--- src/design/cdu_pkg.sv ---
// cdu_pkg: constants, register map and bus carriers of the periodic interrupt block
package cdu_pkg;
  // ==========================================================================
  // timing
  localparam int CLK_PERIOD_NS = 8;
  localparam int CLK_HZ = 125_000_000;
  localparam int BASE_HZ = 4096;
  localparam int BASE_DIV = CLK_HZ / BASE_HZ;
  localparam int CD_RTN_FAST_NS = 122_000;
  localparam int CD_RTN_SLOW_NS = 7_813_000;
  localparam int UPD_RTN_SEC_NS = 500_000_000;
  localparam int UPD_RTN_MIN_NS = 15_600_000;
  localparam logic [31:0] CD_RTN_FAST_CYC = 32'(CD_RTN_FAST_NS / CLK_PERIOD_NS);
  localparam logic [31:0] CD_RTN_SLOW_CYC = 32'(CD_RTN_SLOW_NS / CLK_PERIOD_NS);
  localparam logic [31:0] UPD_RTN_SEC_CYC = 32'(UPD_RTN_SEC_NS / CLK_PERIOD_NS);
  localparam logic [31:0] UPD_RTN_MIN_CYC = 32'(UPD_RTN_MIN_NS / CLK_PERIOD_NS);
  // ==========================================================================
  // timebase and countdown
  localparam logic [5:0] SUB64_LAST = 6'h3F;
  localparam logic [11:0] PRESC_LAST = 12'hFFF;
  localparam logic [11:0] PRESC_ONE = 12'h001;
  localparam logic [5:0] SEC_LAST = 6'h3B;
  localparam logic [5:0] SEC_ONE = 6'h01;
  localparam logic [11:0] CNT_ONE = 12'h001;
  typedef enum logic [1:0] {
    SRC_4096 = 2'b00,
    SRC_64 = 2'b01,
    SRC_1HZ = 2'b10,
    SRC_MIN = 2'b11
  } cdu_src_e;
  // ==========================================================================
  // register map, byte addresses
  localparam logic [7:0] ADDR_CTRL = 8'h00;
  localparam logic [7:0] ADDR_IRQEN = 8'h04;
  localparam logic [7:0] ADDR_STATUS = 8'h08;
  localparam logic [7:0] ADDR_TVAL0 = 8'h0C;
  localparam logic [7:0] ADDR_TVAL1 = 8'h10;
  localparam logic [7:0] ADDR_SECONDS = 8'h14;
  localparam int CTRL_RUN = 0;
  localparam int CTRL_SRC = 1;
  localparam int CTRL_UPDATE_PERIOD_SELECT = 3;
  localparam int CTRL_HALT = 4;
  localparam int CTRL_EVENT_SYNC_ENABLE = 5;
  localparam int BIT_CD = 0;
  localparam int BIT_UPD = 1;
  localparam int BIT_ALM = 2;
  localparam int ST_PIN = 3;
  localparam logic [1:0] RESP_OKAY = 2'h0;
  localparam logic [1:0] RESP_SLVERR = 2'h2;
  // ==========================================================================
  // AXI4-Lite carriers
  typedef struct packed {
    logic awvalid;
    logic [7:0] awaddr;
    logic wvalid;
    logic [31:0] wdata;
    logic [3:0] wstrb;
    logic bready;
    logic arvalid;
    logic [7:0] araddr;
    logic rready;
  } cdu_axi_req_s;
  typedef struct packed {
    logic awready;
    logic wready;
    logic bvalid;
    logic [1:0] bresp;
    logic arready;
    logic rvalid;
    logic [31:0] rdata;
    logic [1:0] rresp;
  } cdu_axi_rsp_s;
endpackage : cdu_pkg

--- src/design/cdu_tick_div.sv ---
// cdu_tick_div: clock divider giving a one-cycle enable pulse every Div cycles
`timescale 1ns/1ns
module cdu_tick_div #(
  parameter int Div = 4
) (
  input wire logic ref_clk,
  input wire logic reset,
  input wire logic en,
  input wire logic clr,
  output logic tick
);
  localparam int W = (Div > 1) ? $clog2(Div) : 1;
  localparam logic [W-1:0] LAST = W'(Div - 1);
  logic [W-1:0] cnt_reg, cnt_next;
  logic tick_reg, tick_next;
  always_comb begin
    cnt_next = cnt_reg;
    tick_next = 1'b0;
    if (clr) begin
      cnt_next = '0;
    end else if (en) begin
      tick_next = (cnt_reg == LAST);
      cnt_next = (cnt_reg == LAST) ? '0 : cnt_reg + 1'b1;
    end
  end
  always_ff @(posedge ref_clk or posedge reset) begin
    if (reset) begin
      cnt_reg <= '0;
      tick_reg <= 1'b0;
    end else begin
      cnt_reg <= cnt_next;
      tick_reg <= tick_next;
    end
  end
  assign tick = tick_reg;
endmodule : cdu_tick_div

--- src/design/cdu_pulse_timer.sv ---
// cdu_pulse_timer: retriggerable auto-return timer, active for lenCycles after start
`timescale 1ns/1ns
module cdu_pulse_timer (
  input wire logic ref_clk,
  input wire logic reset,
  input wire logic start,
  input wire logic cancel,
  input wire logic [31:0] lenCycles,
  output logic active
);
  logic [31:0] left_reg, left_next;
  // start beats cancel so a fresh event is never lost
  always_comb begin
    left_next = left_reg;
    if (start) begin
      left_next = lenCycles;
    end else if (cancel) begin
      left_next = '0;
    end else if (left_reg != '0) begin
      left_next = left_reg - 32'h1;
    end
  end
  always_ff @(posedge ref_clk or posedge reset) begin
    if (reset) begin
      left_reg <= '0;
    end else begin
      left_reg <= left_next;
    end
  end
  assign active = (left_reg != '0);
endmodule : cdu_pulse_timer

--- src/design/cdu_irq_top.sv ---
// cdu_irq_top: countdown, periodic update and alarm interrupt logic with AXI4-Lite registers
//
// Chosen here: the AXI4-Lite register port and the register offsets.
`timescale 1ns/1ns
module cdu_irq_top
  import cdu_pkg::*;
#(
  parameter int BaseDiv = BASE_DIV,
  parameter logic [31:0] CdRtnFast = CD_RTN_FAST_CYC,
  parameter logic [31:0] CdRtnSlow = CD_RTN_SLOW_CYC,
  parameter logic [31:0] UpdRtnSec = UPD_RTN_SEC_CYC,
  parameter logic [31:0] UpdRtnMin = UPD_RTN_MIN_CYC
) (
  input wire logic ref_clk,
  input wire logic reset,
  input wire cdu_axi_req_s axiReq,
  output cdu_axi_rsp_s axiRsp,
  input wire logic alarmEvent,
  input wire logic eventInput,
  input wire logic intPinIn,
  output logic intPinOut,
  output logic intPinOe,
  output logic updatePulseInternal,
  output logic alarmSignalInternal
);
  // ==========================================================================
  // bus slave state
  logic awHeld_reg, awHeld_next;
  logic [7:0] awAddr_reg, awAddr_next;
  logic wHeld_reg, wHeld_next;
  logic [31:0] wData_reg, wData_next;
  logic wStrb0_reg, wStrb0_next;
  logic bValid_reg, bValid_next;
  logic [1:0] bResp_reg, bResp_next;
  logic rValid_reg, rValid_next;
  logic [31:0] rData_reg, rData_next;
  logic [1:0] rResp_reg, rResp_next;
  logic wrFire, arFire, awMapped, arMapped;
  logic wrCtrl, wrIrqen, wrStat, wrTv0, wrTv1, wrSec;
  // ==========================================================================
  // block state
  logic run_reg, run_next;
  logic [1:0] src_reg, src_next;
  logic update_period_select_reg, update_period_select_next;
  logic halt_reg, halt_next;
  logic event_sync_enable_reg, event_sync_enable_next;
  logic cdIrqEn_reg, cdIrqEn_next;
  logic updIrqEn_reg, updIrqEn_next;
  logic almIrqEn_reg, almIrqEn_next;
  logic [11:0] preset_reg, preset_next;
  logic [11:0] count_reg, count_next;
  logic firstTick_reg, firstTick_next;
  logic cdFlag_reg, cdFlag_next;
  logic updFlag_reg, updFlag_next;
  logic almFlag_reg, almFlag_next;
  logic [11:0] presc_reg, presc_next;
  logic [5:0] sec_reg, sec_next;
  logic evPrev_reg, evPrev_next;
  logic intOe_reg, intOe_next;
  logic updInt_reg, updInt_next;
  logic almInt_reg, almInt_next;
  logic baseTick, tick64, tick1, tickMin, srcTick, syncClr;
  logic runStart, cdEvent, updEvt, updEvtEn;
  logic cdPulse, updPulse, cdLow, updLow, almLow;
  logic [31:0] cdLen, updLen;
  // ==========================================================================
  // AXI4-Lite slave
  assign wrFire = awHeld_reg && wHeld_reg && !bValid_reg;
  assign arFire = axiReq.arvalid && !rValid_reg;
  assign awMapped = (awAddr_reg == ADDR_CTRL) || (awAddr_reg == ADDR_IRQEN) ||
                    (awAddr_reg == ADDR_STATUS) || (awAddr_reg == ADDR_TVAL0) ||
                    (awAddr_reg == ADDR_TVAL1) || (awAddr_reg == ADDR_SECONDS);
  assign arMapped = (axiReq.araddr == ADDR_CTRL) || (axiReq.araddr == ADDR_IRQEN) ||
                    (axiReq.araddr == ADDR_STATUS) || (axiReq.araddr == ADDR_TVAL0) ||
                    (axiReq.araddr == ADDR_TVAL1) || (axiReq.araddr == ADDR_SECONDS);
  // all fields live in byte lane 0, so lane 0 strobe gates every write
  assign wrCtrl = wrFire && wStrb0_reg && (awAddr_reg == ADDR_CTRL);
  assign wrIrqen = wrFire && wStrb0_reg && (awAddr_reg == ADDR_IRQEN);
  assign wrStat = wrFire && wStrb0_reg && (awAddr_reg == ADDR_STATUS);
  assign wrTv0 = wrFire && wStrb0_reg && (awAddr_reg == ADDR_TVAL0);
  assign wrTv1 = wrFire && wStrb0_reg && (awAddr_reg == ADDR_TVAL1);
  assign wrSec = wrFire && wStrb0_reg && (awAddr_reg == ADDR_SECONDS);

  always_comb begin
    awHeld_next = awHeld_reg;
    awAddr_next = awAddr_reg;
    wHeld_next = wHeld_reg;
    wData_next = wData_reg;
    wStrb0_next = wStrb0_reg;
    bValid_next = bValid_reg;
    bResp_next = bResp_reg;
    if (axiReq.awvalid && !awHeld_reg) begin
      awHeld_next = 1'b1;
      awAddr_next = axiReq.awaddr;
    end
    if (axiReq.wvalid && !wHeld_reg) begin
      wHeld_next = 1'b1;
      wData_next = axiReq.wdata;
      wStrb0_next = axiReq.wstrb[0];
    end
    if (bValid_reg && axiReq.bready) begin
      bValid_next = 1'b0;
    end
    if (wrFire) begin
      awHeld_next = 1'b0;
      wHeld_next = 1'b0;
      bValid_next = 1'b1;
      bResp_next = awMapped ? RESP_OKAY : RESP_SLVERR;
    end
  end

  always_comb begin
    rValid_next = rValid_reg;
    rData_next = rData_reg;
    rResp_next = rResp_reg;
    if (rValid_reg && axiReq.rready) begin
      rValid_next = 1'b0;
    end
    if (arFire) begin
      rValid_next = 1'b1;
      rResp_next = arMapped ? RESP_OKAY : RESP_SLVERR;
      rData_next = '0;
      unique case (axiReq.araddr)
        ADDR_CTRL: begin
          rData_next[CTRL_RUN] = run_reg;
          rData_next[CTRL_SRC +: 2] = src_reg;
          rData_next[CTRL_UPDATE_PERIOD_SELECT] = update_period_select_reg;
          rData_next[CTRL_HALT] = halt_reg;
          rData_next[CTRL_EVENT_SYNC_ENABLE] = event_sync_enable_reg;
        end
        ADDR_IRQEN: begin
          rData_next[BIT_CD] = cdIrqEn_reg;
          rData_next[BIT_UPD] = updIrqEn_reg;
          rData_next[BIT_ALM] = almIrqEn_reg;
        end
        ADDR_STATUS: begin
          rData_next[BIT_CD] = cdFlag_reg;
          rData_next[BIT_UPD] = updFlag_reg;
          rData_next[BIT_ALM] = almFlag_reg;
          rData_next[ST_PIN] = intPinIn;
        end
        ADDR_TVAL0: rData_next[7:0] = preset_reg[7:0];
        ADDR_TVAL1: rData_next[3:0] = preset_reg[11:8];
        ADDR_SECONDS: rData_next[5:0] = sec_reg;
        default: rData_next = '0;
      endcase
    end
  end

  always_ff @(posedge ref_clk or posedge reset) begin
    if (reset) begin
      awHeld_reg <= 1'b0;
      awAddr_reg <= '0;
      wHeld_reg <= 1'b0;
      wData_reg <= '0;
      wStrb0_reg <= 1'b0;
      bValid_reg <= 1'b0;
      bResp_reg <= RESP_OKAY;
      rValid_reg <= 1'b0;
      rData_reg <= '0;
      rResp_reg <= RESP_OKAY;
    end else begin
      awHeld_reg <= awHeld_next;
      awAddr_reg <= awAddr_next;
      wHeld_reg <= wHeld_next;
      wData_reg <= wData_next;
      wStrb0_reg <= wStrb0_next;
      bValid_reg <= bValid_next;
      bResp_reg <= bResp_next;
      rValid_reg <= rValid_next;
      rData_reg <= rData_next;
      rResp_reg <= rResp_next;
    end
  end

  always_comb begin
    axiRsp = '0;
    axiRsp.awready = !awHeld_reg;
    axiRsp.wready = !wHeld_reg;
    axiRsp.bvalid = bValid_reg;
    axiRsp.bresp = bResp_reg;
    axiRsp.arready = !rValid_reg;
    axiRsp.rvalid = rValid_reg;
    axiRsp.rdata = rData_reg;
    axiRsp.rresp = rResp_reg;
  end
  // ==========================================================================
  // timebase: 4096 Hz base, 64 Hz, seconds, minutes
  // restarting the divider and prescaler stretches or cuts the running period
  assign syncClr = wrSec || (event_sync_enable_reg && eventInput && !evPrev_reg);
  cdu_tick_div #(
    .Div(BaseDiv)
  ) baseDiv (
    .ref_clk(ref_clk),
    .reset(reset),
    .en(!halt_reg),
    .clr(syncClr),
    .tick(baseTick)
  );
  assign tick64 = baseTick && (presc_reg[5:0] == SUB64_LAST);
  assign tick1 = baseTick && (presc_reg == PRESC_LAST);
  assign tickMin = tick1 && (sec_reg == SEC_LAST);

  always_comb begin
    presc_next = presc_reg;
    sec_next = sec_reg;
    evPrev_next = eventInput;
    if (syncClr) begin
      presc_next = '0;
    end else if (baseTick) begin
      presc_next = presc_reg + PRESC_ONE;
    end
    if (wrSec) begin
      sec_next = (wData_reg[5:0] > SEC_LAST) ? '0 : wData_reg[5:0];
    end else if (tick1) begin
      sec_next = (sec_reg == SEC_LAST) ? '0 : sec_reg + SEC_ONE;
    end
  end
  // ==========================================================================
  // control registers and countdown
  always_comb begin
    unique case (cdu_src_e'(src_reg))
      SRC_4096: srcTick = baseTick;
      SRC_64: srcTick = tick64;
      SRC_1HZ: srcTick = tick1;
      SRC_MIN: srcTick = tickMin;
    endcase
  end
  // start is not aligned to the source tick; swallowing the first tick keeps the first period within n..n+1 ticks
  assign runStart = wrCtrl && wData_reg[CTRL_RUN] && !run_reg;
  assign cdEvent = run_reg && srcTick && !firstTick_reg && (count_reg == CNT_ONE);

  always_comb begin
    run_next = run_reg;
    src_next = src_reg;
    update_period_select_next = update_period_select_reg;
    halt_next = halt_reg;
    event_sync_enable_next = event_sync_enable_reg;
    cdIrqEn_next = cdIrqEn_reg;
    updIrqEn_next = updIrqEn_reg;
    almIrqEn_next = almIrqEn_reg;
    preset_next = preset_reg;
    count_next = count_reg;
    firstTick_next = firstTick_reg;
    if (wrCtrl) begin
      run_next = wData_reg[CTRL_RUN];
      src_next = wData_reg[CTRL_SRC +: 2];
      update_period_select_next = wData_reg[CTRL_UPDATE_PERIOD_SELECT];
      halt_next = wData_reg[CTRL_HALT];
      event_sync_enable_next = wData_reg[CTRL_EVENT_SYNC_ENABLE];
    end
    if (wrIrqen) begin
      cdIrqEn_next = wData_reg[BIT_CD];
      updIrqEn_next = wData_reg[BIT_UPD];
      almIrqEn_next = wData_reg[BIT_ALM];
    end
    if (wrTv0) begin
      preset_next[7:0] = wData_reg[7:0];
    end
    if (wrTv1) begin
      preset_next[11:8] = wData_reg[3:0];
    end
    if (runStart) begin
      count_next = preset_reg;
      firstTick_next = 1'b1;
    end else if (run_reg && srcTick && firstTick_reg) begin
      firstTick_next = 1'b0;
    end else if (cdEvent) begin
      count_next = preset_reg;
    end else if (run_reg && srcTick && (count_reg != '0)) begin
      count_next = count_reg - CNT_ONE;
    end
  end
  // ==========================================================================
  // flags, auto-return timers and interrupt pin
  assign updEvt = update_period_select_reg ? tickMin : tick1;
  assign updEvtEn = updEvt && updIrqEn_reg;
  assign cdLen = (cdu_src_e'(src_reg) == SRC_4096) ? CdRtnFast : CdRtnSlow;
  assign updLen = update_period_select_reg ? UpdRtnMin : UpdRtnSec;

  cdu_pulse_timer cdTimer (
    .ref_clk(ref_clk),
    .reset(reset),
    .start(cdEvent && cdIrqEn_reg),
    .cancel(!cdFlag_reg || !cdIrqEn_reg),
    .lenCycles(cdLen),
    .active(cdPulse)
  );
  cdu_pulse_timer updTimer (
    .ref_clk(ref_clk),
    .reset(reset),
    .start(updEvtEn),
    .cancel(!updFlag_reg || !updIrqEn_reg),
    .lenCycles(updLen),
    .active(updPulse)
  );
  assign cdLow = cdPulse && cdFlag_reg && cdIrqEn_reg;
  assign updLow = updPulse && updFlag_reg && updIrqEn_reg;
  assign almLow = almFlag_reg && almIrqEn_reg;

  // a status write of 0 clears a flag; an event in the same cycle wins
  always_comb begin
    cdFlag_next = cdEvent || (cdFlag_reg && !(wrStat && !wData_reg[BIT_CD]));
    updFlag_next = updEvtEn || (updFlag_reg && !(wrStat && !wData_reg[BIT_UPD]));
    almFlag_next = alarmEvent || (almFlag_reg && !(wrStat && !wData_reg[BIT_ALM]));
    intOe_next = cdLow || updLow || almLow;
    updInt_next = updEvtEn;
    almInt_next = almLow;
  end

  always_ff @(posedge ref_clk or posedge reset) begin
    if (reset) begin
      run_reg <= 1'b0;
      src_reg <= SRC_4096;
      update_period_select_reg <= 1'b0;
      halt_reg <= 1'b0;
      event_sync_enable_reg <= 1'b0;
      cdIrqEn_reg <= 1'b0;
      updIrqEn_reg <= 1'b0;
      almIrqEn_reg <= 1'b0;
      preset_reg <= '0;
      count_reg <= '0;
      firstTick_reg <= 1'b0;
      cdFlag_reg <= 1'b0;
      updFlag_reg <= 1'b0;
      almFlag_reg <= 1'b0;
      presc_reg <= '0;
      sec_reg <= '0;
      evPrev_reg <= 1'b0;
      intOe_reg <= 1'b0;
      updInt_reg <= 1'b0;
      almInt_reg <= 1'b0;
    end else begin
      run_reg <= run_next;
      src_reg <= src_next;
      update_period_select_reg <= update_period_select_next;
      halt_reg <= halt_next;
      event_sync_enable_reg <= event_sync_enable_next;
      cdIrqEn_reg <= cdIrqEn_next;
      updIrqEn_reg <= updIrqEn_next;
      almIrqEn_reg <= almIrqEn_next;
      preset_reg <= preset_next;
      count_reg <= count_next;
      firstTick_reg <= firstTick_next;
      cdFlag_reg <= cdFlag_next;
      updFlag_reg <= updFlag_next;
      almFlag_reg <= almFlag_next;
      presc_reg <= presc_next;
      sec_reg <= sec_next;
      evPrev_reg <= evPrev_next;
      intOe_reg <= intOe_next;
      updInt_reg <= updInt_next;
      almInt_reg <= almInt_next;
    end
  end
  // open drain: only ever pulls low
  assign intPinOut = 1'b0;
  assign intPinOe = intOe_reg;
  assign updatePulseInternal = updInt_reg;
  assign alarmSignalInternal = almInt_reg;
endmodule : cdu_irq_top

--- config.mk ---
export PLATFORM = sky130hd
export DESIGN_NAME = cdu_irq_top
export DESIGN_NICKNAME = d
export VERILOG_FILES = /design/src/design/cdu_pkg.sv /design/src/design/cdu_tick_div.sv /design/src/design/cdu_pulse_timer.sv /design/src/design/cdu_irq_top.sv
export SDC_FILE = /design/constraint.sdc
export NUM_CORES = 1
export LEC_CHECK = 0
export BUFFER_PORTS_ARGS = -buffer_cell sky130_fd_sc_hd__buf_2
export CAP_MARGIN = 5
export CORE_MARGIN = 3
export CORE_UTILIZATION = 59
export DETAILED_ROUTE_END_ITERATION = 7
export PLACE_DENSITY_LB_ADDON = 0.08
export SETUP_SLACK_MARGIN = 0.4
export SLEW_MARGIN = 20
export SYNTH_ARGS = -nofsm -noshare
export SYNTH_HDL_FRONTEND = slang
export SYNTH_SLANG_ARGS = --single-unit
--- constraint.sdc ---
create_clock -name ref_clk -period 7.57 [get_ports ref_clk]
set_input_delay 1.514 -clock ref_clk [delete_from_list [all_inputs] [get_ports ref_clk]]
set_output_delay 1.514 -clock ref_clk [all_outputs]
set_load 0.005 [all_outputs]
======== After elaboration in Yosys (flattened, before gate mapping) ========
Cells that the tools add are included.
storage, ports and cells
  flip-flop bits (word level) ............. 172
  bits of input ports ..................... 62
  output and inout port bits .............. 45
  logic and storage cells ................. 194
cells by class
  add/subtract/negate cells ............... 6
  order comparisons ....................... 1
  equal/unequal tests ..................... 20
  mux-type cells .......................... 41
  reductions and logical operators ........ 91
operators with widths
  operator               count
  $mux 32                6
  $mux 12                6
  $reduce_bool 32->1     2
  $sub 32x1->32 const B  2
  $mux 15                3
  $logic_and 1x1->1      39
  $eq 8x4->1 const B     4
  $eq 8x5->1 const B     4
  $mux 26                1
  $mux 6                 4
  $mux 20                1
  $logic_or 1x1->1       18
  $pmux 3 s6             1
  $logic_not 1->1        17
  $eq 8x3->1 const B     2
  $logic_not 8->1        2
  $add 15x1->15 const B  1
  $eq 15x15->1 const B   1
  $reduce_bool 2->1      7
  $mux 1                 13
  $add 12x1->12 const B  1
  $eq 12x1->1 const B    1
  $eq 12x12->1 const B   1
  $eq 6x6->1 const B     2
  other kinds (15)       20

======== Logic depth before layout (Yosys ltp) ========
Gate-level depths: netlist of the first run.
  word-level depth ........................ 10
  gate-level depth with buffers ........... 9
  mapped depth without buffers ............ 8

======== By module ========
Synthesis of the first run repeated with hierarchy kept, for this count alone.
unflattened totals
  cell total of the unflattened synthesis .. 997
  area, all modules ....................... 9547.9 µm²
modules (own cells, without submodules)
  module           times used  cells an instance  area each (µm²)
  cdu_irq_top      1           453                4730.8
  cdu_pulse_timer  2           226                1971.9
  cdu_tick_div     1           92                 873.3

======== Worst setup path before layout of the first run ========
Ideal clock, no wire load.
  path type ............................... input-to-reg
  start ................................... input axiReq[3] (netlist name)
  end ..................................... register rData_reg[1]
  setup time .............................. 0.132 ns
  data arrival time ....................... 2.585 ns
  setup slack ............................. 4.854 ns
  stages .................................. 4
  path buffers ............................ 1
  cell sequence ........................... buf_1 > mux4_2 > a2bb2oi_1 > o21ai_0
between the ends
  longest elaborated chain between the ends .. 2
  elaborated cells between the ends (all ways) .. 7
  those cells by class .................... eq/ne (5); mux (1); reduce/logical (1)
ends and longest elaborated chain
  element                                   line                text
  start, declared                           cdu_irq_top.sv:16   input wire cdu_axi_req_s axiReq,
  $eq 8x5->1, or another cell as far along  cdu_irq_top.sv:123  unique case (axiReq.araddr)
  $pmux 3 s6 *                              cdu_irq_top.sv:123
  end signal, assigned                      cdu_irq_top.sv:171  rData_reg <= rData_next;
  end, declared                             cdu_irq_top.sv:36   logic [31:0] rData_reg, rData_next;
Every way passes the cells marked *; elsewhere a longest branch is shown, timed or not.
A chain may end at the register's enable or synchronous reset.

======== Worst setup path after layout of the first run ========
  start ................................... register updTimer.left_reg[23]
  end ..................................... register updTimer.left_reg[21]
between the ends
  longest elaborated chain between the ends .. 2
ends and longest elaborated chain
  element                             line                   text
  start, declared                     cdu_pulse_timer.sv:11  logic [31:0] left_reg, left_next;
  start signal, assigned              cdu_pulse_timer.sv:27  left_reg <= left_next;
  $reduce_bool 32->1                  cdu_pulse_timer.sv:19  end else if (left_reg != '0) begin
  $reduce_bool 3->1 (no source line)  --
Every way passes these cells.

==> results of run 1 <==
through the flow:
| stage | utilization | hold WS [ns] | power, mW | worst slack [ns] |
|---|---|---|---|---|
| 6_report | 0.669 | 0.475 | 2.30 | 4.29 |
| 5_1_grt | 0.669 | 0.498 | 2.41 | 3.96 |
| 4_1_cts | 0.669 | 0.480 | 2.32 | 4.28 |
| 3_5_place_dp | 0.628 | 0.465 | 1.45 | 4.30 |
| 3_3_place_gp | 0.628 | 0.457 | 1.43 | 4.31 |
| 2_1_floorplan | - | 0.470 | 1.36 | 1.45 |
kinds of logic after synthesis:
| kind of cell | after synthesis | share of synthesized area |
|---|---|---|
| compound gates | 175 | 0.119 |
| xor+xnor | 60 | 0.0585 |
| fa+ha+maj | 8 | 0.0111 |
| buf+inv | 89 | 0.0511 |
| flops | 170 | 0.473 |
| mux | 52 | 0.0675 |
| other cells | 1 | 0.000417 |
| simple gates | 379 | 0.219 |
power groups by stage:
stage          Sequential (mW)  Combinational, mW  Clock [mW]
2_1_floorplan             1.09              0.264           0
3_3_place_gp              1.15              0.285           0
3_5_place_dp              1.15              0.293           0
4_1_cts                   1.14              0.295       0.886
5_1_grt                   1.16              0.331       0.922
6_report                  1.14              0.291       0.871
worst max-delay path: stages, from the launching register on:
cell	delay (ns)
dfrtp_1	0.39
or4_4	0.56
or4_1	0.56
nor4b_4	0.83
and2_1	0.49
or4b_1	0.25
o21ai_1	0.08
final cells by class:
type / instances / area [µm²]
Clock inverter: 13 / 144
Sequential cell: 170 / 4250
Clock buffer: 19 / 453
Fill cell: 1238 / 4870
Antenna cell: 1 / 2.50
Tap cell: 184 / 230
Timing Repair Buffer: 55 / 283
Inverter: 24 / 95.1
Multi-Input combinational cell: 701 / 4370
cell usage in the layout, fill, tap and decap left out, types with 4 or more instances in the layout:
| cell type | n |
|---|---|
| a31oi_1 | 11 |
| nor3_1 | 29 |
| nand4b_1 | 7 |
| nor4_1 | 20 |
| nand3_1 | 38 |
| inv_1 | 23 |
| a22oi_1 | 6 |
| a21oi_1 | 55 |
| nor3b_1 | 4 |
| or4_1 | 15 |
| nand4_1 | 19 |
| mux2_2 | 39 |
| a211oi_1 | 4 |
| a2bb2oi_1 | 6 |
| and2_1 | 7 |
| a21o_1 | 5 |
| xnor2_1 | 24 |
| nor2b_1 | 11 |
| clkinvlp_4 | 4 |
| and3_1 | 7 |
| or3_1 | 14 |
| clkbuf_16 | 17 |
| or2_2 | 4 |
| nand2_1 | 85 |
| dfrtp_1 | 170 |
| nor2_1 | 93 |
| mux2i_1 | 10 |
| o21ai_0 | 52 |
| buf_2 | 52 |
| xor2_1 | 36 |
| a22o_1 | 4 |
| nand3b_1 | 10 |
| conb_1 | 27 |
| ha_1 | 8 |
how the worst min path moves through the flow:
| stage | start | endpoint | slack [ns] | cells past startpoint |
|---|---|---|---|---|
| after global placement | rData_reg[0] | rData_reg[0] | 0.46 | 2 |
| after global routing | rData_reg[1] | rData_reg[1] | 0.50 | 2 |
| after detailed placement | rData_reg[6] | rData_reg[6] | 0.47 | 2 |
| final | rData_reg[0] | rData_reg[0] | 0.47 | 2 |
| after floorplan | count_reg[7] | count_reg[7] | 0.47 | 1 |
| after CTS | rData_reg[6] | rData_reg[6] | 0.48 | 2 |
per-layer routing:
layer	share of wire	track usage	vias to the layer above	routed length [µm]
met5	0	0	-	0
met4	0.018	0.0911	0	345
met1	0.46	0.354	3344	9100
met2	0.47	0.389	174	9330
li1	-	-	3372	-
met3	0.046	0.0375	25	906
==> flow_metrics.env, run 1 <==
export IMPL_slew_headroom=0.284
export IMPL_dieArea_mm2=0.0167
export IMPL_hold_class="flop to flop"
export IMPL_setup_viol=0
export IMPL_cts_setup_buffers=0
export IMPL_first_pass_iters=5
export IMPL_postCtsHoldBufs=0
export IMPL_avgSynthCellArea_um2=9.62
export IMPL_vdd_drop_max_uv=164
export IMPL_row_count=44
export IMPL_startpoint_type="flop"
export IMPL_worst_pin_slew_ns=1.07
export IMPL_fin_crit_sh=0.434
export IMPL_post_dp_hpwl_um=13600
export IMPL_cap_violations=0
export IMPL_antenna_found_initial=1
export IMPL_critPathKind="flop to flop"
export IMPL_fin_tns_setup_ns=0
export IMPL_drtIter0Drc=544
export IMPL_gp_congestion=0.899
export IMPL_cts_sinks=170
export IMPL_switching_share=0.278
export IMPL_reg2reg_from="updTimer.left_reg[23]"
export IMPL_powerDensity_mw_per_mm2=234
export IMPL_reg2reg_to="updTimer.left_reg[21]"
export IMPL_die_h_um=129
export IMPL_numCtsBuffers=17
export IMPL_synth_area_leaders="dfrtp_1, mux2_2, nor2_1"
export IMPL_path_max_fanout=18
export IMPL_postPlaceCellArea_mm2=0.00923
export IMPL_p_seq_frac=0.495
export IMPL_rsz0062_at_grt="false"
export IMPL_power_leakage_nw=4.58
export IMPL_cts_tree="yes"
export IMPL_grt_first_pass_wirelength_um=33000
export IMPL_ys_seq_area_frac=0.473
export IMPL_cts_resized=0
export IMPL_htree_levels=4
export IMPL_syn_inst=934
export IMPL_synth_edf_count=0
export IMPL_viasPerCell=5.93
export IMPL_synth_commonest_cells="dfrtp_1, nor2_1, nand2_1, a21oi_1, o21ai_0"
export IMPL_synth_top_area_frac=0.473
export IMPL_comb_power_share=0.126
export IMPL_fin_cells=1167
export IMPL_synth_cell_types=68
export IMPL_yosysTopAreaCell="dfrtp_1"
export IMPL_p_sw_mw=0.640
export IMPL_wl_per_cell_um=16.9
export IMPL_cp_required_ns=7.88
export IMPL_layout_drive_gt1_share=0.142
export IMPL_grt_max_degree=106
export IMPL_crit_arrival_ns=3.60
export IMPL_skew_ns=0.0123
export IMPL_syn_to_final_growth_pct=9.41
export IMPL_place_inst=1134
export IMPL_clockPowerShare=0.378
export IMPL_coreArea_mm2=0.0147
export IMPL_overflow=0
export IMPL_fin_crit_ns=3.28
export IMPL_ys_seq_elements=170
export IMPL_syn_area_mm2=0.00899
export IMPL_path_clk_slew_ns=0.06
export IMPL_die_width_um=129
export IMPL_grt_usage=0.248
export IMPL_hold_viol=0
export IMPL_final_cell_area_mm2=0.00983
export IMPL_cts_root_buf="clkbuf_16"
export IMPL_clockBufferDepth=2
export IMPL_startpoint="updTimer.left_reg[23]"
export IMPL_rrSetupSlack_ns=4.29
export IMPL_antenna_left=0
export IMPL_initial_utilization=0.611
export IMPL_clock_latency_ns=0.43
export IMPL_post_route_drc_count=0
export IMPL_nNetsFinal=1039
export IMPL_r2r_cells=6
export IMPL_end_kind="flop"
export IMPL_crit_path_end="updTimer.left_reg[21]"
export IMPL_internal_power_mw=1.66
export IMPL_grt_pass1_vias=6633
export IMPL_yosysMostFrequentCell="dfrtp_1"
export IMPL_ys_flop_type="dfrtp_1"
export IMPL_drv_slew=0
export IMPL_status="complete, no violations"
export IMPL_synth_warnings=0
export IMPL_ios=107
export IMPL_vias=6915
export IMPL_fmax_ghz=0.305
export IMPL_synthArstFlopShare=1.00
export IMPL_drt_total_wl_um=19700
export IMPL_portBuffers=52
Power figures use the tool's default switching activity.
==> inputs of run 2 (changes only) <==
--- a/config.mk
+++ b/config.mk
@@ -8,7 +8,7 @@
 export BUFFER_PORTS_ARGS = -buffer_cell sky130_fd_sc_hd__buf_2
 export CAP_MARGIN = 5
 export CORE_MARGIN = 3
-export CORE_UTILIZATION = 59
+export CORE_UTILIZATION = 53
 export DETAILED_ROUTE_END_ITERATION = 7
 export PLACE_DENSITY_LB_ADDON = 0.08
 export SETUP_SLACK_MARGIN = 0.4
==> constraint.sdc (replaced) <==
create_clock -name ref_clk -period 2.8 [get_ports ref_clk]
set_input_delay 0.56 -clock ref_clk [delete_from_list [all_inputs] [get_ports ref_clk]]
set_output_delay 0.56 -clock ref_clk [all_outputs]
set_load 0.005 [all_outputs]
==> run 2 against run 1 <==
Compared with the run above:
- wire length rose by 5.8%
- core utilization decreased by 2.3 points
- critical path depth unchanged
- clock skew fell by 0.0047 ns
- critical endpoint is now intPinOe
- setup slack lost 3.8 ns
- first-iteration DRC count shrank 8.3%
- count of clock-buffer cells in the layout grew 3
- sequential power rose to 2.7 times the previous value
- sequential share of layout area fell by 2.7 points
- total power grew to 2.8 times the previous value
==> flow_metrics.env, run 2 (synthesized netlist as in run 1, its figures left out) <==
export IMPL_grt_first_pass_wirelength_um=34500
export IMPL_layout_commonest_cell="dfrtp_1"
export IMPL_syn_to_final_growth_pct=16.7
export IMPL_worst_pin_slew_ns=0.636
export IMPL_grt_max_degree=93
export IMPL_rrSetupSlack_ns=0.48
export IMPL_end_kind="flop"
export IMPL_postCtsHoldBufs=0
export IMPL_setup_slack_ns=0.478
export IMPL_ios=107
export IMPL_clock_latency_ns=0.42
export IMPL_skew_ns=0.00762
export IMPL_fin_cells=1247
export IMPL_rsz0062_at_grt="true"
export IMPL_drtIter0Drc=499
export IMPL_crit_arrival_ns=2.62
export IMPL_coreArea_mm2=0.0162
export IMPL_vias=7129
export IMPL_overflow=0
export IMPL_final_cell_mix="dfrtp_1, nor2_1, nand2_1"
export IMPL_row_count=46
export IMPL_reg2reg_from="updTimer.left_reg[22]"
export IMPL_grt_pass1_vias=6795
export IMPL_cts_root_buf="clkbuf_16"
export IMPL_power_leakage_nw=4.91
export IMPL_first_pass_iters=4
export IMPL_hold_viol=0
export IMPL_diodes=0
export IMPL_post_route_drc_count=0
export IMPL_utilization=0.646
export IMPL_antenna_found_initial=0
export IMPL_hold_class="input pin to asynchronous set/reset pin"
export IMPL_setup_viol=0
export IMPL_postPlaceCellArea_mm2=0.00951
export IMPL_wl_per_cell_um=16.7
export IMPL_powerDensity_mw_per_mm2=609
export IMPL_crit_path_end="intPinOe"
export IMPL_regArea_mm2=0.00425
export IMPL_htree_levels=4
export IMPL_vdd_drop_max_uv=573
export IMPL_grt_met2_usage=0.361
export IMPL_multi_input_area_mm2=0.00455
export IMPL_met1_usage=0.336
export IMPL_viasPerCell=5.72
export IMPL_layout_drive_gt1_share=0.212
export IMPL_fin_tns_setup_ns=0
export IMPL_critPathKind="flop to flop"
export IMPL_reg2reg_to="intPinOe"
export IMPL_startpoint="updTimer.left_reg[22]"
export IMPL_gp_congestion=0.902
export IMPL_cap_violations=0
export IMPL_antenna_left=0
export IMPL_place_inst=1196
export IMPL_fin_crit_sh=0.829
export IMPL_status="complete, no violations"
export IMPL_dieArea_mm2=0.0186
export IMPL_post_dp_hpwl_um=14200
export IMPL_r2r_cells=6
export IMPL_grt_usage=0.233
export IMPL_fill_cells=1360
export IMPL_numCtsBuffers=17
export IMPL_slew_headroom=0.575
export IMPL_clockBufferDepth=2
export IMPL_nNetsFinal=1089
export IMPL_portBuffers=52
export IMPL_fin_crit_ns=2.32
export IMPL_fmax_ghz=0.431
export IMPL_place_ws_ns=0.185
export IMPL_top_usage_layer="met2"
export IMPL_cts_sinks=170
export IMPL_drv_slew=0
export IMPL_drt_total_wl_um=20800
export IMPL_use_met3=0.0433
export IMPL_die_width_um=136
export IMPL_path_clk_slew_ns=0.07
export IMPL_path_max_fanout=5
export IMPL_initial_utilization=0.554
export IMPL_startpoint_type="flop"
export IMPL_final_cell_area_mm2=0.0105
export IMPL_die_h_um=136
export IMPL_cts_tree="yes"
export IMPL_cp_required_ns=3.10
[run 2: cell count changes in the layout (fill, tap and decap cells not counted), sizes merged]
cell	before	now
diode	1	0
bufinv	2	3
clkbuf	19	22
buf	55	105
inv	26	24
clkinv	5	4
clkinvlp	4	2
[run 2: what timing repair did]
action	4_1_cts	5_1_grt
cloned	0	1
gates resized for setup	9	36
setup buffers	6	13
setup endpoints to repair	40	69
pin swaps	1	10
[run 2: cell type report]
| class | count | share of cell area |
|---|---|---|
| inverters | 24 | 0.00895 |
| well taps | 216 | 0.0258 |
| flip-flops and latches | 170 | 0.406 |
| multi-input cells | 701 | 0.434 |
| clock inverters | 9 | 0.0131 |
| clock buffers | 22 | 0.0462 |
| repair buffers | 105 | 0.0659 |
[run 2: worst max-delay path, cell delays in order, from the launching register on]
cell     delay (ns)
dfrtp_1        0.40
or4_4          0.54
or4_4          0.47
nor4b_4        0.22
buf_4          0.19
nor2_1         0.08
a311o_1        0.30
[run 2: worst min path at each step]
stage,start,endpoint,depth (start not counted)
detailed placement,rData_reg[7],rData_reg[7],2
floorplan,count_reg[7],count_reg[7],1
global route,reset,bValid_reg,2
CTS,reset,bValid_reg,2
finish,reset,bValid_reg,2
global placement,rData_reg[4],rData_reg[4],2
[run 2: per-stage QoR]
step           total power [mW]  hold slack, ns
2_1_floorplan              3.66           0.470
3_3_place_gp               3.90           0.458
3_5_place_dp               3.94           0.465
4_1_cts                    6.43          0.0276
5_1_grt                    6.68          0.0425
6_report                   6.39          0.0431
[run 2: power breakdown]
part	total (mW)	leakage, nW	switching [mW]	internal [mW]
clock	2.48	0.303	0.981	1.50
sequential	3.09	2.30	0.360	2.73
combinational	0.815	2.30	0.400	0.416
[run 2: layer usage]
layer / wire [µm] / up-vias / share of wire
li1: - / 3485 / -
met1: 9840 / 3469 / 0.47
met2: 9850 / 155 / 0.47
met3: 830 / 20 / 0.040
met4: 300 / 0 / 0.014
met5: 0 / - / 0
==> inputs of run 3 (changes only) <==
--- a/config.mk
+++ b/config.mk
@@ -5,10 +5,11 @@
 export SDC_FILE = /design/constraint.sdc
 export NUM_CORES = 1
 export LEC_CHECK = 0
+export ABC_AREA = 1
 export BUFFER_PORTS_ARGS = -buffer_cell sky130_fd_sc_hd__buf_2
 export CAP_MARGIN = 5
 export CORE_MARGIN = 3
-export CORE_UTILIZATION = 53
+export CORE_UTILIZATION = 59
 export DETAILED_ROUTE_END_ITERATION = 7
 export PLACE_DENSITY_LB_ADDON = 0.08
 export SETUP_SLACK_MARGIN = 0.4
==> constraint.sdc (replaced) <==
create_clock -name ref_clk -period 2.2 [get_ports ref_clk]
set_input_delay 0.44 -clock ref_clk [delete_from_list [all_inputs] [get_ports ref_clk]]
set_output_delay 0.44 -clock ref_clk [all_outputs]
set_load 0.005 [all_outputs]
==> run 3 against run 2 <==
Compared with the run above:
- hold slack gained 0.077 ns
- register-to-register slack lost 0.26 ns
- global-route usage grew 3.9 points
- count of clock-buffer cells in the layout shrank 2
- first-iteration DRC count grew 51%
- wire length grew 20%
- sequential share of layout area shrank 4.5 points
- synthesized cell count grew 38%
- die area shrank 3.9%
- combinational power grew 52%
- core utilization grew 11 points
- largest power group unchanged
==> flow_metrics.env, run 3 <==
export IMPL_status="complete, no violations"
export IMPL_crit_slowest_cell="dfrtp_1"
export IMPL_die_width_um=134
export IMPL_initial_utilization=0.618
export IMPL_row_count=45
export IMPL_place_inst=1566
export IMPL_yosysTopAreaCell="dfrtp_1"
export IMPL_yosysMostFrequentCell="nand2_1"
export IMPL_fmax_ghz=0.506
export IMPL_die_h_um=134
export IMPL_powerDensity_mw_per_mm2=666
export IMPL_avgSynthCellArea_um2=7.44
export IMPL_ys_seq_area_frac=0.443
export IMPL_antenna_left=0
export IMPL_cap_violations=0
export IMPL_critPathKind="flop to flop"
export IMPL_syn_area_mm2=0.00960
export IMPL_setup_viol=0
export IMPL_ios=107
export IMPL_synth_edf_count=0
export IMPL_startpoint_type="flop"
export IMPL_utilization=0.760
export IMPL_synthXorXnorAreaFrac=0.0447
export IMPL_final_cell_mix="nand2_1, nor2_1, dfrtp_1"
export IMPL_crit_arrival_ns=2.30
export IMPL_synth_area_leaders="dfrtp_1, nand2_1, nor2_1"
export IMPL_synth_adder_area_share=0.0104
export IMPL_clock_latency_ns=0.44
export IMPL_clockBufferDepth=2
export IMPL_post_dp_hpwl_um=16500
export IMPL_synthArstFlopShare=1.00
export IMPL_wl_per_cell_um=15.1
export IMPL_vias=8988
export IMPL_first_pass_iters=5
export IMPL_cp_required_ns=2.52
export IMPL_fill_cells=1148
export IMPL_grt_first_pass_wirelength_um=39500
export IMPL_vdd_drop_max_uv=760
export IMPL_end_kind="flop"
export IMPL_synth_commonest_cells="nand2_1, nor2_1, dfrtp_1, inv_1, nand3_1"
export IMPL_ys_flop_type="dfrtp_1"
export IMPL_cts_root_buf="clkbuf_16"
export IMPL_cts_sinks=170
export IMPL_drtIter0Drc=752
export IMPL_coreArea_mm2=0.0155
export IMPL_drt_total_wl_um=24900
export IMPL_power_leakage_nw=6.30
export IMPL_syn_inst=1290
export IMPL_grt_max_degree=89
export IMPL_hold_class="input pin to asynchronous set/reset pin"
export IMPL_slew_headroom=0.602
export IMPL_cts_tree="yes"
export IMPL_antenna_found_initial=0
export IMPL_rsz0062_at_grt="true"
export IMPL_drv_slew=0
export IMPL_fin_crit_sh=0.899
export IMPL_worst_pin_slew_ns=0.595
export IMPL_yosys_area_share_simple=0.307
export IMPL_viasPerCell=5.46
export IMPL_path_max_fanout=6
export IMPL_syn_to_final_growth_pct=23.0
export IMPL_synth_top_area_frac=0.443
export IMPL_p_total_mw=7.86
export IMPL_post_route_drc_count=0
export IMPL_overflow=0
export IMPL_synth_cell_types=48
export IMPL_grt_pass1_vias=8220
export IMPL_numCtsBuffers=17
export IMPL_fin_crit_ns=1.98
export IMPL_fin_cells=1647
export IMPL_grt_usage=0.272
export IMPL_diodes=0
export IMPL_ys_seq_elements=170
export IMPL_skew_ns=0.0160
export IMPL_hold_viol=0
export IMPL_nNetsFinal=1493
export IMPL_whs_ns=0.120
export IMPL_crit_path_cell_trace="ha_4, nand2_4, nor2_4, nand2_2, nor2_4, nand2_2, nand2_4, nand3_4, nor2_4, buf_12, nand2_2, o21ai_2, nor2_1"
export IMPL_synth_top_family_by_area="simple AND/OR/NAND/NOR gates"
export IMPL_yosys_mux_area_fraction=0.00117
export IMPL_synth_compound_area_frac=0.0957
export IMPL_path_clk_slew_ns=0.07
export IMPL_dieArea_mm2=0.0178
export IMPL_layout_commonest_cell="nand2_1"
export IMPL_portBuffers=52
export IMPL_layout_drive_gt1_share=0.221
export IMPL_gp_congestion=0.916
export IMPL_max_stage_delay_ns=0.41
export IMPL_synth_warnings=0
export IMPL_htree_levels=4
## run 3: cell count changes after synthesis, sizes merged, moves of 10 or more
| cell | previous run | this run |
|---|---|---|
| clkbuf | 26 | 10 |
| inv | 24 | 155 |
| mux2 | 39 | 1 |
| mux2i | 10 | 0 |
| nand2 | 85 | 289 |
| nand3 | 38 | 94 |
| nor2 | 93 | 213 |
| nor2b | 11 | 0 |
| nor3 | 29 | 45 |
| nor4 | 21 | 5 |
| o21ai | 54 | 91 |
| or3 | 14 | 0 |
| or4 | 16 | 0 |
| xnor2 | 24 | 14 |
## run 3: worst max-delay path, delay by kind of cell, from the launching register on
kind,cells,cell delay [ns]
buf+inv,1,0.16
compound gates,1,0.09
flops,1,0.41
fa+ha+maj,1,0.18
simple gates,10,1.02
## run 3: kinds of logic (layout without fill, tap and decap cells)
logic type / Yosys count / after routing
simple gates: 682 / 683
buf+inv: 207 / 326
compound gates: 172 / 172
flops: 170 / 170
xor+xnor: 49 / 49
fa+ha+maj: 8 / 8
other cells: 1 / 27
mux: 1 / 1
## run 3: worst paths after layout
check / startpoint / endpoint / slack [ns] / depth (start not counted)
setup reg to reg: presc_reg[0] / cdTimer.left_reg[8] / 0.22 / 13
hold / removal: reset / cdTimer.left_reg[23] / 0.12 / 3
min in group ref_clk: eventInput / evPrev_reg / 0.14 / 1
max in group asynchronous: reset / updTimer.left_reg[0] / 1.63 / 3
setup / recovery: presc_reg[0] / cdTimer.left_reg[8] / 0.22 / 13
hold reg to reg: count_reg[10] / count_reg[10] / 0.49 / 2
## run 3: cell type report
class / count / area, µm² / area share
Inverter: 157 / 619 / 0.0525
Timing Repair Buffer: 137 / 1010 / 0.0853
Clock buffer: 20 / 447 / 0.0378
Tap cell: 211 / 264 / 0.0224
Clock inverter: 12 / 125 / 0.0106
Multi-Input combinational cell: 940 / 5080 / 0.431
Sequential cell: 170 / 4260 / 0.361
## run 3: power breakdown
part	switching, mW	total, mW	internal, mW
clock	1.25	2.94	1.69
sequential	0.256	3.68	3.43
combinational	0.813	1.24	0.424
total	2.32	7.86	5.54
## run 3: per-layer routing
metal,vias to the layer above,share of wire,wire length (µm),global-route usage
li1,4363,-,-,-
met1,4308,0.44,11000,0.370
met2,279,0.49,12200,0.446
met3,38,0.053,1310,0.0438
met4,0,0.017,427,0.0949
met5,-,0,0,0
## run 3: repair_timing
action,4_1_cts,5_1_grt
setup endpoints to repair,94,115
hold buffers,0,0
resized for setup,66,122
pin swaps,19,39
gates cloned,1,1
setup buffers,21,26
## run 3: through the flow
step                      TNS [ns]  instance area (µm²)  setup slack, ns
after detailed placement         0                10200           0.0224
after global routing             0                11800            0.102
after global placement           0                10200           0.0777
after floorplan             -69.48                 9700           -0.409
after CTS                        0                11200            0.202
final                            0                11800            0.223
